[src/common/sie_defs.svh]
// Offsets, field positions and reset values of the interrupt enable block.
// Assumes an 8-bit register port with byte addresses as printed.
`ifndef SIE_DEFS_SVH
`define SIE_DEFS_SVH
`define SIE_ENABLE_ADDR 8'hC6
`define SIE_STATUS_ADDR 8'hC7
`define SIE_ENABLE_RESET 8'h00
`define SIE_STATUS_RESET 8'h00
`define SIE_BIT_INDIRECT 7
`define SIE_BIT_RXDET 6
`define SIE_BIT_DOWNREQ 5
`define SIE_BIT_LISTRDY 4
`define SIE_BIT_KEYRDY 3
`define SIE_BIT_AUTHFAIL 2
`define SIE_BIT_AUTHPASS 1
`define SIE_BIT_GLOBAL 0
`endif

[src/common/sie_pkg.sv]
// Types shared by the interrupt enable block.
// Assumes sie_defs.svh sits on the include path.
package sie_pkg;
    // Register access request from the control bus decoder
    typedef struct packed {
        logic       wr;
        logic       rd;
        logic [7:0] addr;
        logic [7:0] wdata;
    } sie_req_t;
    // Event indications, one per source, bit order as in the registers
    typedef struct packed {
        logic indirect_done;
        logic receiver_detect;
        logic downstream_request;
        logic key_list_ready;
        logic key_vector_ready;
        logic auth_fail;
        logic auth_pass;
    } sie_event_t;
endpackage : sie_pkg

[src/logic/sie_ctrl.sv]
// Interrupt enable register, event status register and interrupt line.
// Assumes register requests come from the serial control bus decoder on core_clk,
// and event levels from logic already on core_clk.
// Functional notes
// - Enable bit 7 lets a finished indirect register access raise the interrupt.
// - Enable bit 6 lets detection of a downstream receiver raise the interrupt.
// - Enable bit 5 passes downstream receiver interrupt requests upstream.
// - Enable bit 4 lets a ready key-selection-vector list raise the interrupt.
// - Enable bit 3 lets a ready receiver key-selection vector raise the interrupt.
// - Enable bit 2 lets an authentication failure or loss raise the interrupt.
// - Enable bit 1 lets a successful authentication raise the interrupt.
// - Enable bit 0 is the global enable; the interrupt output drives only while it is set.
// - Status bit 0 is set whenever any individually enabled event is indicated.
// - A read-only status register one address above holds each event at its enable position.
`include "sie_defs.svh"
module sie_ctrl (
    input wire logic core_clk,                // 125 MHz device clock
    input wire logic rst_n,                   // Async reset, active low
    input wire sie_pkg::sie_req_t req,        // Register read or write request
    input wire sie_pkg::sie_event_t events,   // Event indication levels
    output logic [7:0] rdata,                 // Read data, valid cycle after rd
    output logic rvalid,                      // One-cycle read data strobe
    output logic irq                          // Interrupt to controller, active high
);
    import sie_pkg::*;

    logic [7:0] interrupt_enable_control;
    logic [7:0] interrupt_event_status;
    logic [7:0] next_status;
    logic [7:1] pending;
    logic global_flag;
    logic [6:0] event_bits;
    logic enable_write;
    logic [1:0] read_sel;

    // Register select shared by write and read paths
    // Unmapped addresses select nothing, so they read zero
    function automatic logic [1:0] sie_decode(input logic [7:0] addr);
        logic [1:0] sel;
        sel = 2'h0;
        if (addr == `SIE_ENABLE_ADDR) begin
            sel = 2'h1;
        end else if (addr == `SIE_STATUS_ADDR) begin
            sel = 2'h2;
        end
        return sel;
    endfunction : sie_decode

    // Only the enable register is writable
    assign enable_write = req.wr && (sie_decode(req.addr) == 2'h1);
    assign read_sel = sie_decode(req.addr);

    // Events are held as levels; status simply mirrors them
    // Nothing is sticky, so no set/clear race can arise
    assign event_bits = events;
    assign next_status[7:1] = event_bits;

    // One gate per source; enable bit g guards status bit g
    // Detection itself never looks at the enables
    for (genvar g = 1; g < 8; g++) begin : gen_gate
        assign pending[g] = next_status[g] & interrupt_enable_control[g];
        a_event_irq: assert property (@(posedge core_clk) disable iff (!rst_n)
            (event_bits[g-1] && interrupt_enable_control[g] && interrupt_enable_control[0]) |=> irq)
            else $error("enabled event did not raise irq");
        a_status_bit: assert property (@(posedge core_clk) disable iff (!rst_n)
            1'h1 |=> interrupt_event_status[g] == $past(event_bits[g-1]))
            else $error("status bit does not follow its event");
    end

    assign global_flag = |pending;
    assign next_status[0] = global_flag;

    always_ff @(posedge core_clk or negedge rst_n) begin
        if (!rst_n) begin
            interrupt_enable_control <= `SIE_ENABLE_RESET;
        end else if (enable_write) begin
            interrupt_enable_control <= req.wdata;
        end
    end

    always_ff @(posedge core_clk or negedge rst_n) begin
        if (!rst_n) begin
            interrupt_event_status <= `SIE_STATUS_RESET;
        end else begin
            interrupt_event_status <= next_status;
        end
    end

    // Global enable gates the line only, status keeps reporting
    always_ff @(posedge core_clk or negedge rst_n) begin
        if (!rst_n) begin
            irq <= 1'h0;
        end else begin
            irq <= global_flag && interrupt_enable_control[`SIE_BIT_GLOBAL];
        end
    end

    // Writes to the status address are ignored: it is read-only
    always_ff @(posedge core_clk or negedge rst_n) begin
        if (!rst_n) begin
            rdata <= 8'h00;
            rvalid <= 1'h0;
        end else begin
            rvalid <= req.rd;
            if (!req.rd) begin
                rdata <= 8'h00;
            end else if (read_sel == 2'h1) begin
                rdata <= interrupt_enable_control;
            end else if (read_sel == 2'h2) begin
                rdata <= interrupt_event_status;
            end else begin
                rdata <= 8'h00;
            end
        end
    end

    a_irq_needs_global: assert property (@(posedge core_clk) disable iff (!rst_n)
        irq |-> $past(interrupt_enable_control[0]))
        else $error("irq high without global enable");
    a_irq_follows_pending: assert property (@(posedge core_clk) disable iff (!rst_n)
        (global_flag && interrupt_enable_control[0]) |=> irq)
        else $error("irq missed enabled event");
    a_indirect_gate: assert property (@(posedge core_clk) disable iff (!rst_n)
        (events.indirect_done && interrupt_enable_control[7]) |-> global_flag)
        else $error("indirect done not flagged");
    a_rxdet_gate: assert property (@(posedge core_clk) disable iff (!rst_n)
        (events.receiver_detect && interrupt_enable_control[6]) |-> global_flag)
        else $error("receiver detect not flagged");
    a_downreq_gate: assert property (@(posedge core_clk) disable iff (!rst_n)
        (events.downstream_request && interrupt_enable_control[5]) |-> global_flag)
        else $error("downstream request not flagged");
    a_list_gate: assert property (@(posedge core_clk) disable iff (!rst_n)
        (events.key_list_ready && interrupt_enable_control[4]) |-> global_flag)
        else $error("list ready not flagged");
    a_key_gate: assert property (@(posedge core_clk) disable iff (!rst_n)
        (events.key_vector_ready && interrupt_enable_control[3]) |-> global_flag)
        else $error("key ready not flagged");
    a_fail_gate: assert property (@(posedge core_clk) disable iff (!rst_n)
        (events.auth_fail && interrupt_enable_control[2]) |-> global_flag)
        else $error("auth fail not flagged");
    a_pass_gate: assert property (@(posedge core_clk) disable iff (!rst_n)
        (events.auth_pass && interrupt_enable_control[1]) |-> global_flag)
        else $error("auth pass not flagged");
    a_masked_quiet: assert property (@(posedge core_clk) disable iff (!rst_n)
        ((events & interrupt_enable_control[7:1]) == 7'h00) |-> !global_flag)
        else $error("global flag without enabled event");
    a_status_tracks: assert property (@(posedge core_clk) disable iff (!rst_n)
        1'h1 |=> interrupt_event_status[7:1] == $past(events))
        else $error("status does not track events");
    a_status_read: assert property (@(posedge core_clk) disable iff (!rst_n)
        (req.rd && req.addr == `SIE_STATUS_ADDR) |=> rvalid && rdata == $past(interrupt_event_status))
        else $error("status read wrong");

    // Read port: every strobe answered once, idle data is zero
    a_read_strobe: assert property (@(posedge core_clk) disable iff (!rst_n)
        req.rd |=> rvalid)
        else $error("read strobe not answered");
    a_read_idle: assert property (@(posedge core_clk) disable iff (!rst_n)
        !req.rd |=> !rvalid && rdata == 8'h00)
        else $error("read port active without strobe");
    a_enable_read: assert property (@(posedge core_clk) disable iff (!rst_n)
        (req.rd && req.addr == `SIE_ENABLE_ADDR) |=> rdata == $past(interrupt_enable_control))
        else $error("enable read wrong");
    a_unmapped_read: assert property (@(posedge core_clk) disable iff (!rst_n)
        (req.rd && req.addr != `SIE_ENABLE_ADDR && req.addr != `SIE_STATUS_ADDR)
        |=> rdata == 8'h00)
        else $error("unmapped read not zero");

    // A read in the same cycle as a write returns the old value
    a_read_old_value: assert property (@(posedge core_clk) disable iff (!rst_n)
        (req.rd && req.wr && req.addr == `SIE_ENABLE_ADDR)
        |=> rdata == $past(interrupt_enable_control))
        else $error("simultaneous read saw new value");

    // Write path: lands next cycle, nothing else moves the enables
    a_enable_write: assert property (@(posedge core_clk) disable iff (!rst_n)
        (req.wr && req.addr == `SIE_ENABLE_ADDR) |=> interrupt_enable_control == $past(req.wdata))
        else $error("enable write lost");
    a_enable_hold: assert property (@(posedge core_clk) disable iff (!rst_n)
        !(req.wr && req.addr == `SIE_ENABLE_ADDR) |=> $stable(interrupt_enable_control))
        else $error("enable changed without a write");
    a_status_ro: assert property (@(posedge core_clk) disable iff (!rst_n)
        (req.wr && req.addr == `SIE_STATUS_ADDR) |=> interrupt_event_status[7:1] == $past(events))
        else $error("status write took effect");

    // Global status bit ignores the global enable on purpose
    a_global_bit: assert property (@(posedge core_clk) disable iff (!rst_n)
        1'h1 |=> interrupt_event_status[0] == $past(|(event_bits & interrupt_enable_control[7:1])))
        else $error("global status bit wrong");
    a_no_enables_quiet: assert property (@(posedge core_clk) disable iff (!rst_n)
        (interrupt_enable_control[7:1] == 7'h00) |=> !interrupt_event_status[0])
        else $error("global status set with no enables");
    a_events_seen: assert property (@(posedge core_clk) disable iff (!rst_n)
        (event_bits != 7'h00 && interrupt_enable_control[7:1] == 7'h00)
        |=> interrupt_event_status[7:1] != 7'h00)
        else $error("masked event not reported");

    // Interrupt line: only with global enable and an enabled event
    a_irq_masked: assert property (@(posedge core_clk) disable iff (!rst_n)
        !interrupt_enable_control[0] |=> !irq)
        else $error("irq raised with global enable clear");
    a_irq_idle: assert property (@(posedge core_clk) disable iff (!rst_n)
        !global_flag |=> !irq)
        else $error("irq raised with nothing pending");
    a_irq_has_status: assert property (@(posedge core_clk) disable iff (!rst_n)
        irq |-> interrupt_event_status[0])
        else $error("irq without global status bit");
    a_irq_needs_event: assert property (@(posedge core_clk) disable iff (!rst_n)
        irq |-> $past(event_bits != 7'h00))
        else $error("irq without any event");
endmodule : sie_ctrl

[config.mk]
export PLATFORM = sky130hd
export DESIGN_NAME = sie_ctrl
export DESIGN_NICKNAME = d
export VERILOG_FILES = /design/src/common/sie_pkg.sv /design/src/logic/sie_ctrl.sv
export VERILOG_INCLUDE_DIRS = /design/src /design/src/common
export SDC_FILE = /design/constraint.sdc
export NUM_CORES = 1
export LEC_CHECK = 0
export BUFFER_PORTS_ARGS = -buffer_cell sky130_fd_sc_hd__buf_4
export CORE_MARGIN = 5
export CORE_UTILIZATION = 40
export DETAILED_ROUTE_END_ITERATION = 8
export GPL_TIMING_DRIVEN = 0
export PLACE_DENSITY = 0.67
export SLEW_MARGIN = 20
export SYNTH_ARGS = -nofsm -noshare
export SYNTH_HDL_FRONTEND = slang
export SYNTH_SLANG_ARGS = --single-unit
[constraint.sdc]
create_clock -name core_clk -period 1.26 [get_ports core_clk]
set_clock_uncertainty 0.05 [all_clocks]
set_input_delay 0.126 -clock core_clk [delete_from_list [all_inputs] [get_ports core_clk]]
set_output_delay 0.126 -clock core_clk [all_outputs]
set_load 0.03 [all_outputs]
==> summary.txt <==
Global route
  – Largest net degree at the start of global routing: 27
  – First-pass GRT wire length: 3153 um
  – Initial antenna violation count: 0
  – Vias in the first global route: 735
  – GRT Residual Overflow: 0
  – GRT Total Usage: 0.1214

Power and ir drop
  – Power, Total: 1.483 mW
  – LEAKAGE: 0.7606 nW
  – Worst vdd ir: 746.8 uV
  – Pwr dens: 989.2 nW/um^2

Synth
  – Register bit total from synthesis: 26
  – Synth warn: 0
  – Most instantiated cells after synthesis: dfrtp_1 (26), mux2_4 (8), mux2i_1 (8), nor2_1 (8)
  – EDFF count, synth: 0
  – Asr flop ratio synth: 1.000
  – Top cells by area, synth: dfrtp_1 (67%), mux2_4 (12%), mux2i_1 (8.2%), nor2_1 (3.1%), buf_6 (2.3%)
  – Cell with the most instances after synthesis: dfrtp_1
  – Syn_nets: 88
  – Synth area leader: dfrtp_1
  – Yosys top cell area share: 0.6658
  – Post-synthesis cell count: 61
  – Yosys cell types: 11
  – Post-Syn Area: 977.2 um^2
  – Most used flip-flop cell after synthesis: dfrtp_1
  – Mean Syn Cell Area: 16.02 um^2
  – Seq/Total Area, Yosys: 0.6658

Setup path
  – Worst EP required: 1.42 ns
  – Worst-path fanout max: 2
  – CP startpoint kind: input pin
  – Critical Path Sink Type: register
  – CP Data Arrival Time: 1.39 ns
  – Critical path class: in -> reg

Hold path
  – Hold crit path type: in -> reg

STA
  – Final worst setup slack: 0.03568 ns
  – Period minus WS final: 1.224 ns
  – Final Setup Violations: 0
  – Slew margin rel.: 0.7944
  – Max-slew violation count: 0
  – Final Hold Fails: 0
  – Max Clock Freq: 816.8 MHz
  – Worst slew pin tran: 0.3084 ns
  – RSZ-0062 raised after global routing: yes
  – Part of the cycle the worst path needs: 0.9717

Floorplanning
  – Num rows: 18
  – Die footprint: 3531 um^2
  – Core Footprint: 2410 um^2
  – Top-Level Pins: 37
  – Die width: 59.43 um
  – Initial Utilization: 0.4055
  – Die Span Y: 59.43 um

Drt
  – Antenna Nets Post-Route: 0
  – Met2 wire length: 1139 um
  – DR pass1 iterations: 4
  – DR WL/cell: 13.53 um
  – Vias/cell: 4.550
  – M1 wire length: 741 um
  – Iteration-0 DRC Markers: 5
  – Via Count: 678
  – Highest metal used: met4
  – Final WL: 2016 um
  – WL met3: 113 um
  – DRC: 0

Clock tree
  – PostCTS Resize Cnt: 0
  – Clk slew on worst S/H paths: 0.13 ns
  – Worst-Skew Late Latency: 0.31 ns
  – Clk Tree Root Cell: clkbuf_4
  – Clk buf depth: 2
  – Num CTS Buffers: 3
  – CTS tree: yes
  – CTS sink count: 26
  – H-tree level count: 1

Finish
  – Diode count: 0
  – Nets: 147
  – Synth-to-layout area growth: 53.39%
  – Share of layout cells above drive strength 1: 0.4370
  – Finished Cell Area: 1499 um^2

Placed design
  – PortBufs: 35
  – Dpl cell area: 1277 um^2
  – DP HPWL: 1397 um
  – Final RePlAce weighted congestion: 0.7290
  – Dpl ws: -0.1071 ns

Flow run
  – Max Cap Viol: 0

Status
  – Status: finished clean
## flip-flops by register name, summed over array words and instances (netlist names)
register,count
interrupt_enable_control,8
interrupt_event_status,8
irq,1
rdata,8
rvalid,1
## kinds of logic (layout without fill, tap and decap cells)
family,Yosys count,after routing,synth area share
multiplexers,16,16,0.2049
buffers and inverters,2,60,0.02305
AO/OA/AOI/OAI,3,3,0.02560
AND/OR/NAND/NOR,14,14,0.08067
flip-flops,26,26,0.6658
## report_power, final
part	total, mW	switching (mW)	internal [mW]
sequential	0.881	0.0159	0.865
combinational	0.199	0.0667	0.132
clock	0.403	0.227	0.176
## worst paths after layout
path / depth (start not counted) / slack [ns] / startpoint / end
setup / recovery: 5 / 0.04 / events[5] / irq
hold / removal: 3 / 0.08 / req[8] / rdata[3]
setup reg to reg: 3 / 0.04 / interrupt_enable_control[2] / irq
hold reg to reg: 2 / 0.46 / interrupt_event_status[7] / rdata[7]
max in group asynchronous: 2 / 0.74 / rst_n / interrupt_event_status[4]
min in group asynchronous: 2 / 0.18 / rst_n / rdata[7]
## placed cells by master (no fill, tap or decap)
| master | netlist | routed |
|---|---|---|
| mux2_4 | 8 | 8 |
| nand3_1 | 2 | 2 |
| buf_6 | 2 | 2 |
| clkbuf_4 | 0 | 3 |
| dlygate4sd3_1 | 0 | 17 |
| and4b_1 | 2 | 2 |
| clkbuf_8 | 0 | 1 |
| dfrtp_1 | 26 | 26 |
| mux2i_1 | 8 | 8 |
| a222oi_1 | 1 | 1 |
| nor2_1 | 8 | 8 |
| and2_1 | 1 | 1 |
| a22oi_1 | 2 | 2 |
| nor3b_2 | 1 | 1 |
| buf_4 | 0 | 37 |
## worst max-delay path: stages
cell           delay (ns)
dlygate4sd3_1        0.54
buf_4                0.14
a222oi_1             0.25
nand3_1              0.16
and2_1               0.18
## final cells by class
type,instances,area [um^2]
Timing Repair Buffer,54,447.9
Multi-Input combinational cell,33,304.0
Sequential cell,26,650.6
Fill cell,191,910.9
Buffer,2,22.52
Tap cell,30,37.54
Clock buffer,4,36.28
## repair_timing
item / in CTS / in global routing
hold buffers: 17 / 0
endpoints found under the setup margin: 1 / 1
pin swaps: 2 / 0
setup buffers: 2 / 0
endpoints found under the hold margin: 42 / 0
## per-stage QoR
stage / utilization / setup TNS (ns) / instances / hold WS (ns)
after floorplan: - / 0 / 61 / -0.2196
after global placement: 0.5301 / -0.5783 / 126 / -0.01064
after detailed placement: 0.5301 / -0.8387 / 126 / -0.009253
after CTS: 0.6220 / 0 / 149 / 0.07986
after global routing: 0.6220 / -0.003433 / 149 / 0.08456
final: 0.6220 / 0 / 149 / 0.08270
## routing by layer
layer  vias to the layer above  GRT usage
met3                         4    0.02397
li1                        328          -
met1                       328     0.1406
met4                         0    0.05502
met2                        18     0.2137
met5                         -          0
Power figures use the tool's default switching activity.
